File: config.mk
export PLATFORM = sky130hd
export DESIGN_NAME = agcl_gain_loop
export DESIGN_NICKNAME = d
export VERILOG_FILES = /design/src/agcl_pkg.sv /design/src/agcl_float_code.sv /design/src/agcl_gain_loop.sv /design/src/agcl_power_detector.sv
export SDC_FILE = /design/constraint.sdc
export NUM_CORES = 2
export LEC_CHECK = 0
export BUFFER_PORTS_ARGS = -buffer_cell sky130_fd_sc_hd__clkbuf_2
export CAP_MARGIN = 5
export CORE_MARGIN = 10
export CORE_UTILIZATION = 51
export CTS_CLUSTER_DIAMETER = 60
export DETAILED_ROUTE_END_ITERATION = 8
export PLACE_DENSITY = 0.67
export SYNTH_ARGS = -nofsm -noshare
export SYNTH_HDL_FRONTEND = slang
export SYNTH_SLANG_ARGS = --single-unit
File: constraint.sdc
create_clock -name clk_i -period 7.1 [get_ports clk_i]
set_input_delay 1.42 -clock clk_i [delete_from_list [all_inputs] [get_ports clk_i]]
set_output_delay 1.42 -clock clk_i [all_outputs]
set_load 0.01 [all_outputs]
File: src/agcl_pkg.sv
// constants and register map of the per-channel automatic gain control loop
// Operation
// - each channel drives a 3-bit gain word in 6 dB steps plus one strobe
// - strobe toggles only in a cycle where the gain word changed
// - channel strobes are independent; one channel never toggles the other
// - strobes are asserted while master reset or sync-in is active
// - detector: absolute value, then 2-stage comb-integrator decimating by eight
// - comb order 1 or 2 adds extra comb filtering; 0 keeps plain filter
// - 9-bit detector output becomes a 5-bit code: 3 exponent, 2 mantissa
// - exponent follows leading one: bit 2 gives 001, up to 111
// - mantissa is two bits below leading one; inputs 0-3 map directly
// - code addresses a host-written 32x8 table giving the signed loop error
// - error scaled by two to the power of loop shift minus eight
// - 11-bit integrator saturates at 0 and 2047; top three bits are gain
// - hold high keeps integrator at host preset; low lets loop run
// - top eight integrator bits readable per channel
// - comb order: 0 plain, 1 adds two-tap comb, 2 adds four-tap comb
package agcl_pkg;
  // register indices; byte address is four times the index
  localparam logic [7:0] IDX_LOOP_CTRL  = 8'h14;
  localparam logic [7:0] IDX_PRESET_A   = 8'h17;
  localparam logic [7:0] IDX_PRESET_B   = 8'h18;
  localparam logic [7:0] IDX_READBACK_A = 8'h19;
  localparam logic [7:0] IDX_READBACK_B = 8'h1a;
  localparam logic [7:0] IDX_TABLE_BASE = 8'h80;
  localparam logic [7:0] IDX_TABLE_LAST = 8'h9f;
  localparam logic [7:0] IDX_DET_DELAY  = 8'hf9;
  // loop control fields
  localparam int LOOP_SHIFT_LSB = 4;
  localparam int HOLD_BIT       = 3;
  // detector delay control fields
  localparam int COMB_ORDER_LSB = 0;
  localparam int ALIGN_LSB      = 2;
  // reset values
  localparam logic [7:0] LOOP_CTRL_RST = 8'h00;
  localparam logic [7:0] PRESET_RST    = 8'h00;
  localparam logic [7:0] DET_DELAY_RST = 8'h00;
  // datapath sizes and counts
  localparam int POWER_W   = 9;
  localparam int CODE_W    = 5;
  localparam int TABLE_N   = 32;
  localparam int ERR_W     = 8;
  localparam int INTEG_W   = 11;
  localparam int FRAC_W    = 8;
  localparam int ACC_W     = INTEG_W + FRAC_W;
  localparam int WORD_W    = 3;
  localparam int DECIM     = 8;
  localparam int CIC_GROW  = 6;
  localparam int ALIGN_N   = 32;
  localparam logic [2:0] PHASE_LAST = 3'h7;
  localparam logic [1:0] COMB_ONE   = 2'h1;
  localparam logic [1:0] COMB_FOUR  = 2'h2;
endpackage

File: src/agcl_float_code.sv
// fixed to float conversion of detected power into exponent and mantissa
module agcl_float_code (
  input  wire logic [agcl_pkg::POWER_W-1:0] power_i,
  output logic [agcl_pkg::CODE_W-1:0]       code_o
);
  logic found;

  always_comb begin
    found  = 1'b0;
    code_o = {3'h0, power_i[1:0]};
    for (int b = agcl_pkg::POWER_W - 1; b >= 2; b--) begin
      if (!found && power_i[b]) begin
        found  = 1'b1;
        code_o = {3'(b - 1), power_i[b-1 -: 2]};
      end
    end
  end
endmodule

File: src/agcl_gain_loop.sv
// two-channel gain control loop with wishbone register access
module agcl_gain_loop #(
  parameter int SAMPLE_W = 10
) (
  input  wire logic                clk_i,
  input  wire logic                rst_i,
  input  wire logic [9:0]          wb_adr_i,
  input  wire logic [31:0]         wb_dat_i,
  input  wire logic [3:0]          wb_sel_i,
  input  wire logic                wb_we_i,
  input  wire logic                wb_cyc_i,
  input  wire logic                wb_stb_i,
  output logic [31:0]              wb_dat_o,
  output logic                     wb_ack_o,
  input  wire logic                sync_in_n_i,
  input  wire logic [SAMPLE_W-1:0] sample_a_i,
  input  wire logic [SAMPLE_W-1:0] sample_b_i,
  output logic [2:0]               analog_gain_word_a_o,
  output logic [2:0]               analog_gain_word_b_o,
  output logic                     chan_a_gain_strobe_o,
  output logic                     chan_b_gain_strobe_o,
  output logic [2:0]               digital_gain_code_a_o,
  output logic [2:0]               digital_gain_code_b_o
);
  localparam int AW = agcl_pkg::ACC_W;
  localparam int EW = agcl_pkg::ERR_W;
  localparam int WW = agcl_pkg::WORD_W;
  localparam logic [AW-1:0] ACC_MAX = {AW{1'b1}};

  // the detector clamps into nine bits; samples narrower than 2 or wider than 16 bits make no sense
  if (SAMPLE_W < 2 || SAMPLE_W > 16) begin : g_bad_width
    $error("sample width out of range");
  end

  // ---------------- sync-in pin synchroniser
  logic sync_meta, sync_q;
  logic sync_active;

  always_ff @(posedge clk_i) begin
    if (rst_i) begin
      sync_meta <= 1'b1;
      sync_q    <= 1'b1;
    end else begin
      sync_meta <= sync_in_n_i;
      sync_q    <= sync_meta;
    end
  end

  assign sync_active = !sync_q;

  // ---------------- register file
  logic [7:0] loop_ctrl, next_loop_ctrl;
  logic [7:0] det_ctrl, next_det_ctrl;
  logic [7:0] preset [2];
  logic [7:0] next_preset [2];
  logic [7:0] table_mem [agcl_pkg::TABLE_N];
  logic [7:0] next_table_mem [agcl_pkg::TABLE_N];
  logic       next_ack;
  logic [31:0] next_dat;
  logic [7:0]  req_idx;
  logic        wr_fire;
  logic [AW-1:0] acc [2];

  function automatic logic is_table(input logic [7:0] idx);
    return idx >= agcl_pkg::IDX_TABLE_BASE && idx <= agcl_pkg::IDX_TABLE_LAST;
  endfunction

  function automatic logic [4:0] table_slot(input logic [7:0] idx);
    return 5'(idx - agcl_pkg::IDX_TABLE_BASE);
  endfunction

  assign req_idx = wb_adr_i[9:2];
  // write lands on the edge where the master sees ack
  assign wr_fire = wb_cyc_i && wb_stb_i && wb_ack_o && wb_we_i && wb_sel_i[0];

  always_comb begin
    next_ack       = wb_cyc_i && wb_stb_i && !wb_ack_o;
    next_dat       = wb_dat_o;
    next_loop_ctrl = loop_ctrl;
    next_det_ctrl  = det_ctrl;
    next_preset    = preset;
    next_table_mem = table_mem;
    if (next_ack) begin
      next_dat = 32'h0;
      if (!wb_we_i) begin
        if (is_table(req_idx)) begin
          next_dat[7:0] = table_mem[table_slot(req_idx)];
        end else begin
          unique case (req_idx)
            agcl_pkg::IDX_LOOP_CTRL:  next_dat[7:0] = loop_ctrl;
            agcl_pkg::IDX_PRESET_A:   next_dat[7:0] = preset[0];
            agcl_pkg::IDX_PRESET_B:   next_dat[7:0] = preset[1];
            agcl_pkg::IDX_READBACK_A: next_dat[7:0] = acc[0][AW-1 -: 8];
            agcl_pkg::IDX_READBACK_B: next_dat[7:0] = acc[1][AW-1 -: 8];
            agcl_pkg::IDX_DET_DELAY:  next_dat[7:0] = det_ctrl;
            default:                  next_dat[7:0] = 8'h00;
          endcase
        end
      end
    end
    if (wr_fire) begin
      if (is_table(req_idx)) begin
        next_table_mem[table_slot(req_idx)] = wb_dat_i[7:0];
      end else begin
        unique case (req_idx)
          agcl_pkg::IDX_LOOP_CTRL: next_loop_ctrl = wb_dat_i[7:0] & 8'h38;
          agcl_pkg::IDX_PRESET_A:  next_preset[0] = wb_dat_i[7:0];
          agcl_pkg::IDX_PRESET_B:  next_preset[1] = wb_dat_i[7:0];
          agcl_pkg::IDX_DET_DELAY: next_det_ctrl  = wb_dat_i[7:0] & 8'h7f;
          default: ;
        endcase
      end
    end
  end

  always_ff @(posedge clk_i) begin
    if (rst_i) begin
      wb_ack_o  <= 1'b0;
      wb_dat_o  <= 32'h0;
      loop_ctrl <= agcl_pkg::LOOP_CTRL_RST;
      det_ctrl  <= agcl_pkg::DET_DELAY_RST;
      preset    <= '{default: agcl_pkg::PRESET_RST};
      table_mem <= '{default: 8'h00};
    end else begin
      wb_ack_o  <= next_ack;
      wb_dat_o  <= next_dat;
      loop_ctrl <= next_loop_ctrl;
      det_ctrl  <= next_det_ctrl;
      preset    <= next_preset;
      table_mem <= next_table_mem;
    end
  end

  // ---------------- per-channel loop
  logic [1:0] loop_shift;
  logic       hold;
  logic [1:0] comb_order;
  logic [4:0] align_delay;
  logic [SAMPLE_W-1:0] samples [2];
  logic [WW-1:0] word [2];
  logic          strobe [2];
  logic [WW-1:0] dig_code [2];

  assign loop_shift  = loop_ctrl[agcl_pkg::LOOP_SHIFT_LSB +: 2];
  assign hold        = loop_ctrl[agcl_pkg::HOLD_BIT];
  assign comb_order  = det_ctrl[agcl_pkg::COMB_ORDER_LSB +: 2];
  assign align_delay = det_ctrl[agcl_pkg::ALIGN_LSB +: 5];
  assign samples[0]  = sample_a_i;
  assign samples[1]  = sample_b_i;

  for (genvar ch = 0; ch < 2; ch++) begin : g_chan
    logic [agcl_pkg::POWER_W-1:0] power;
    logic                         power_valid;
    logic [agcl_pkg::CODE_W-1:0]  code;
    logic signed [EW-1:0]         err;
    logic signed [AW+1:0]         step, sum;
    logic [AW-1:0]                next_acc;
    logic                         next_strobe;
    logic [WW-1:0]                pipe [agcl_pkg::ALIGN_N];
    logic [WW-1:0]                next_pipe [agcl_pkg::ALIGN_N];
    logic [WW-1:0]                next_code;

    agcl_power_detector #(
      .SAMPLE_W (SAMPLE_W)
    ) u_detector (
      .clk_i         (clk_i),
      .rst_i         (rst_i),
      .sample_i      (samples[ch]),
      .comb_order_i  (comb_order),
      .power_o       (power),
      .power_valid_o (power_valid)
    );

    agcl_float_code u_float (
      .power_i (power),
      .code_o  (code)
    );

    assign err = table_mem[code];

    // fractional bits below the 11-bit integrator give the 2^(shift-8) gain
    always_comb begin
      step     = (AW+2)'(err) <<< loop_shift;
      sum      = $signed({2'b00, acc[ch]}) + step;
      next_acc = acc[ch];
      if (sync_active || hold) begin
        next_acc = {preset[ch], {(AW-8){1'b0}}};
      end else if (power_valid) begin
        if (sum < 0) begin
          next_acc = '0;
        end else if (sum > $signed({2'b00, ACC_MAX})) begin
          next_acc = ACC_MAX;
        end else begin
          next_acc = AW'(sum);
        end
      end
      // strobe looks only at its own channel's word
      if (sync_active) begin
        next_strobe = 1'b1;
      end else if (next_acc[AW-1 -: WW] != acc[ch][AW-1 -: WW]) begin
        next_strobe = !strobe[ch];
      end else begin
        next_strobe = strobe[ch];
      end
    end

    // digital gain code is the inverted word, delayed to line up with the analog step
    always_comb begin
      next_pipe    = pipe;
      next_pipe[0] = ~acc[ch][AW-1 -: WW];
      for (int i = 1; i < agcl_pkg::ALIGN_N; i++) begin
        next_pipe[i] = pipe[i-1];
      end
      next_code = pipe[align_delay];
    end

    always_ff @(posedge clk_i) begin
      if (rst_i) begin
        acc[ch]      <= '0;
        strobe[ch]   <= 1'b1;
        pipe         <= '{default: '0};
        dig_code[ch] <= '0;
      end else begin
        acc[ch]      <= next_acc;
        strobe[ch]   <= next_strobe;
        pipe         <= next_pipe;
        dig_code[ch] <= next_code;
      end
    end

    assign word[ch] = acc[ch][AW-1 -: WW];
  end

  assign analog_gain_word_a_o  = word[0];
  assign analog_gain_word_b_o  = word[1];
  assign chan_a_gain_strobe_o  = strobe[0];
  assign chan_b_gain_strobe_o  = strobe[1];
  assign digital_gain_code_a_o = dig_code[0];
  assign digital_gain_code_b_o = dig_code[1];
endmodule

File: src/agcl_power_detector.sv
// power detector: magnitude, decimate-by-eight comb-integrator, optional extra comb
module agcl_power_detector #(
  parameter int SAMPLE_W = 10
) (
  input  wire logic                             clk_i,
  input  wire logic                             rst_i,
  input  wire logic signed [SAMPLE_W-1:0]       sample_i,
  input  wire logic [1:0]                       comb_order_i,
  output logic [agcl_pkg::POWER_W-1:0]          power_o,
  output logic                                  power_valid_o
);
  localparam int AW = agcl_pkg::POWER_W + agcl_pkg::CIC_GROW;
  localparam int PW = agcl_pkg::POWER_W;

  if (SAMPLE_W < 2 || SAMPLE_W > 16) begin : g_bad_width
    $error("sample width out of range");
  end

  logic [SAMPLE_W-1:0] mag;
  logic [PW-1:0]       mag9;
  logic [2:0]          phase, next_phase;
  logic [AW-1:0]       integ1, integ2, dly1, diff1d;
  logic [AW-1:0]       next_integ1, next_integ2, next_dly1, next_diff1d;
  logic [AW-1:0]       diff1, diff2;
  logic [PW-1:0]       raw;
  logic [PW-1:0]       hist [3];
  logic [PW-1:0]       next_hist [3];
  logic [PW+1:0]       sum4;
  logic [PW:0]         sum2;
  logic [PW-1:0]       next_power;
  logic                next_valid;

  // magnitude clamps anything above nine bits to full scale; at SAMPLE_W 10 that is only the most negative code
  always_comb begin
    mag  = sample_i[SAMPLE_W-1] ? SAMPLE_W'(-sample_i) : sample_i;
    mag9 = (SAMPLE_W > PW && (mag >> PW) != '0) ? {PW{1'b1}} : PW'(mag);
  end

  always_comb begin
    next_phase  = phase + 3'h1;
    next_integ1 = integ1 + AW'(mag9);
    next_integ2 = integ2 + integ1;
    next_dly1   = dly1;
    next_diff1d = diff1d;
    next_hist   = hist;
    next_power  = power_o;
    next_valid  = 1'b0;
    diff1       = integ2 - dly1;
    diff2       = diff1 - diff1d;
    raw         = diff2[AW-1 -: PW];
    sum2        = {1'b0, raw} + {1'b0, hist[0]};
    sum4        = {2'b0, raw} + {2'b0, hist[0]} + {2'b0, hist[1]} + {2'b0, hist[2]};
    if (phase == agcl_pkg::PHASE_LAST) begin
      next_dly1    = integ2;
      next_diff1d  = diff1;
      next_hist[0] = raw;
      next_hist[1] = hist[0];
      next_hist[2] = hist[1];
      next_valid   = 1'b1;
      unique case (comb_order_i)
        agcl_pkg::COMB_ONE:  next_power = sum2[PW:1];
        agcl_pkg::COMB_FOUR: next_power = sum4[PW+1:2];
        default:             next_power = raw;
      endcase
    end
  end

  always_ff @(posedge clk_i) begin
    if (rst_i) begin
      phase         <= 3'h0;
      integ1        <= '0;
      integ2        <= '0;
      dly1          <= '0;
      diff1d        <= '0;
      hist          <= '{default: '0};
      power_o       <= '0;
      power_valid_o <= 1'b0;
    end else begin
      phase         <= next_phase;
      integ1        <= next_integ1;
      integ2        <= next_integ2;
      dly1          <= next_dly1;
      diff1d        <= next_diff1d;
      hist          <= next_hist;
      power_o       <= next_power;
      power_valid_o <= next_valid;
    end
  end
endmodule
==> impl_metrics.env <==
export IMPL_mostFrequentLayoutCell="dfxtp_1"
export IMPL_critPathLaunchType="register"
export IMPL_final_cell_mix="dfxtp_1 (725), nor2_1 (567), nand2_1 (431)"
export IMPL_syn_area_mm2=0.0414
export IMPL_report_final_slew_viol_count=0
export IMPL_ir_drop_mv=0.243
export IMPL_fillers=7019
export IMPL_grt_first_pass_wirelength_um=173000
export IMPL_relSlewSlack=0.144
export IMPL_seq_area_frac_synth=0.353
export IMPL_synth_edf_count=1
export IMPL_grt_use_total=0.226
export IMPL_setup_slack_ps=366
export IMPL_slowest_delay_ps=500
export IMPL_wire_per_inst_um=19.4
export IMPL_clockBufferDepth=3
export IMPL_synthTopCellsByArea="dfxtp_1 (35%), mux4_2 (11%), mux2i_1 (10%)"
export IMPL_cts_tree="built"
export IMPL_ant_nets=0
export IMPL_post_dp_hpwl_um=71800
export IMPL_ys_ff_latch=731
export IMPL_rr_startpoint="g_chan[1].u_detector.power_o[3]"
export IMPL_drt_total_wl_um=109000
export IMPL_initial_utilization=0.515
export IMPL_drc=0
export IMPL_die_h_um=305
export IMPL_r2r_cells=26
export IMPL_cts_buffers=84
export IMPL_outcome="complete, no violations"
export IMPL_async_reset_ff_frac=0
export IMPL_vias_per_cell=5.82
export IMPL_grt_ovfl_total=0
export IMPL_timing_fmax_mhz=148
export IMPL_path_clk_slew_ps=60
export IMPL_fin_worst_skew_ps=39.7
export IMPL_worst_path_buf_inv=1
export IMPL_cp_max_fo=8
export IMPL_leakage_nw=18.3
export IMPL_slowest_stage="mux4_2"
export IMPL_synth_top_area_cell="dfxtp_1"
export IMPL_critPathTopFamily="compound AO/OA/AOI/OAI gates"
export IMPL_fin_util=0.572
export IMPL_reg2reg_to="strobe[1]"
export IMPL_finalHoldViolCount=0
export IMPL_die_area_mm2=0.0931
export IMPL_yosysUniqueCellTypes=87
export IMPL_port_buffers=65
export IMPL_antenna_found_initial=2
export IMPL_cap_violations=0
export IMPL_syn_to_final_growth_pct=11.1
export IMPL_min_period_ps=6730
export IMPL_first_global_vias=31000
export IMPL_worst_slew_pin_slew_ps=1270
export IMPL_dr_first_iter_drc_count=3021
export IMPL_clock_sinks=731
export IMPL_synth_top_area_share=0.353
export IMPL_core_area_mm2=0.0805
export IMPL_post_place_ws_ps=175
export IMPL_setup_viol=0
export IMPL_grt_max_degree=211
export IMPL_via_count=32600
export IMPL_cts_hold_buf=0
export IMPL_ios=119
export IMPL_syn_area_per_cell_um2=9.21
export IMPL_finalCritPeriodShare=0.948
export IMPL_cp_required_ps=7440
export IMPL_arrival_ps=7080
export IMPL_cts_max_level=3
export IMPL_fin_hold_ws_ps=408
export IMPL_first_pass_iters=6
export IMPL_clk_latency_ps=660
export IMPL_ys_flop_type="dfxtp_1"
export IMPL_synthCells=4502
export IMPL_fp_dieW_um=305
export IMPL_gp_congestion=0.898
export IMPL_yosys_warnings=0
export IMPL_min_to="sync_q"
export IMPL_hold_start="sync_meta"
export IMPL_worstSetupPathType="register to register"
export IMPL_hold_class="register to register"
export IMPL_min_path_cells=1
export IMPL_regToRegSetupSlack_ps=370
export IMPL_core_rowCount=104
export IMPL_nets=4761
export IMPL_power_density_mw_per_mm2=301
export IMPL_cts_root_buf="clkbuf_16"
export IMPL_final_layout_size_suffix_gt1_frac=0.129
export IMPL_endpoint_kind="register"
[worst max-delay path by stage]
| stage | end | depth (start not counted) | start |
|---|---|---|---|
| floorplan | strobe[1] | 30 | g_chan[1].u_detector.power_o[3] |
| global placement | strobe[1] | 27 | g_chan[1].u_detector.power_o[3] |
| detailed placement | strobe[1] | 26 | g_chan[1].u_detector.power_o[3] |
| CTS | strobe[1] | 26 | g_chan[1].u_detector.power_o[3] |
| global route | strobe[1] | 28 | g_chan[1].u_detector.power_o[3] |
| finish | strobe[1] | 26 | g_chan[1].u_detector.power_o[3] |
[cell usage after synthesis (19+ instances only)]
master and n:
nor2b_1 236, mux4_2 198, o211ai_1 33, clkbuf_1 232, ha_1 185, buf_1 35
a22oi_1 19, nand2b_1 34, xor2_1 56, fa_1 28, mux2i_1 430, a211oi_1 39
nor2_1 569, dfxtp_1 730, nand3_1 151, a21o_1 50, buf_4 38, o21ai_0 92
and3_1 46, o21a_1 24, nor3_1 45, a31oi_1 43, o21bai_1 41, xnor2_1 96
nand2_1 432, inv_1 217, a21oi_1 196
[metrics by stage]
step / cells / setup TNS, ps / cell area [um2] / total power, mW
floorplan: 4525 / 0 / 41500 / 8.19
global placement: 5447 / 0 / 43000 / 9.07
detailed placement: 5447 / 0 / 43000 / 9.18
CTS: 5597 / 0 / 45900 / 13.8
global route: 5600 / -15.7 / 46000 / 14.8
finish: 5601 / 0 / 46000 / 13.9
[layer usage]
metal | track usage | routed length (um)
met4 | 0.101 | 4890
met1 | 0.312 | 47900
met5 | 0 | 22
met3 | 0.0349 | 8090
met2 | 0.346 | 47700
[cell type report]
| class | instances | area (um2) | share of cell area |
|---|---|---|---|
| tap | 1060 | 1330 | 0.0288 |
| clock inverter | 45 | 669 | 0.0145 |
| timing repair buffer | 187 | 1400 | 0.0303 |
| multi-input combinational | 3252 | 24900 | 0.540 |
| antenna | 1 | 2.50 | 0.0000543 |
| sequential | 731 | 14700 | 0.318 |
| clock buffer | 105 | 2290 | 0.0498 |
| inverter | 220 | 826 | 0.0179 |
[what timing repair did]
| action | CTS | global route |
|---|---|---|
| setup endpoints to repair | 0 | 45 |
| buffers inserted | 0 | 3 |
| resized for setup | 0 | 24 |
[worst register-to-register path, cell delays in order (launching register included)]
cell and delay, ps:
dfxtp_2 430, mux2_2 360, a221o_1 290, a21oi_1 170
or2_4 240, buf_12 160, mux4_2 500, nand2_1 80
nand3_1 140, nand2_1 220, o21ai_0 280, mux2i_1 290
o21ai_0 140, ha_1 340, nor2b_1 140, o21ai_0 210
a21boi_0 180, o31a_1 350, a31oi_2 230, a21oi_1 180
and4_1 240, or3_1 360, a21oi_1 230, nor3b_4 100
o22a_1 220, o31a_1 230, o211ai_1 100
[sequential cells by signal, summed over array words and instances, names as in the netlist]
signal	cells
strobe	2
sync_meta	1
g_chan.u_detector.phase	6
g_chan.u_detector.power_valid_o	2
g_chan.u_detector.integ1	30
g_chan.u_detector.diff1d	30
det_ctrl	7
g_chan.next_pipe	186
g_chan.u_detector.integ2	30
dig_code	6
g_chan.u_detector.dly1	30
acc	38
g_chan.pipe	6
loop_ctrl	3
preset	16
g_chan.u_detector.power_o	18
wb_dat_o	8
sync_q	1
table_mem	256
wb_ack_o	1
g_chan.u_detector.hist	54
[report_power, final]
part	internal [mW]	leakage (nW)	switching, mW
Combinational	2.07	11.0	2.87
Clock	2.73	1.41	1.87
Sequential	4.22	5.91	0.0961
Total	9.02	18.3	4.84
[cells by family after synthesis]
family,share of synthesized area
and+or+nand+nor,0.173
DFF,0.353
AOI/OAI and AO/OA,0.102
muxes,0.215
buffers and inverters,0.0530
adders and majority gates,0.0694
xor gates and xnor gates,0.0339
other,0.0000905
Power figures use the tool's default switching activity.
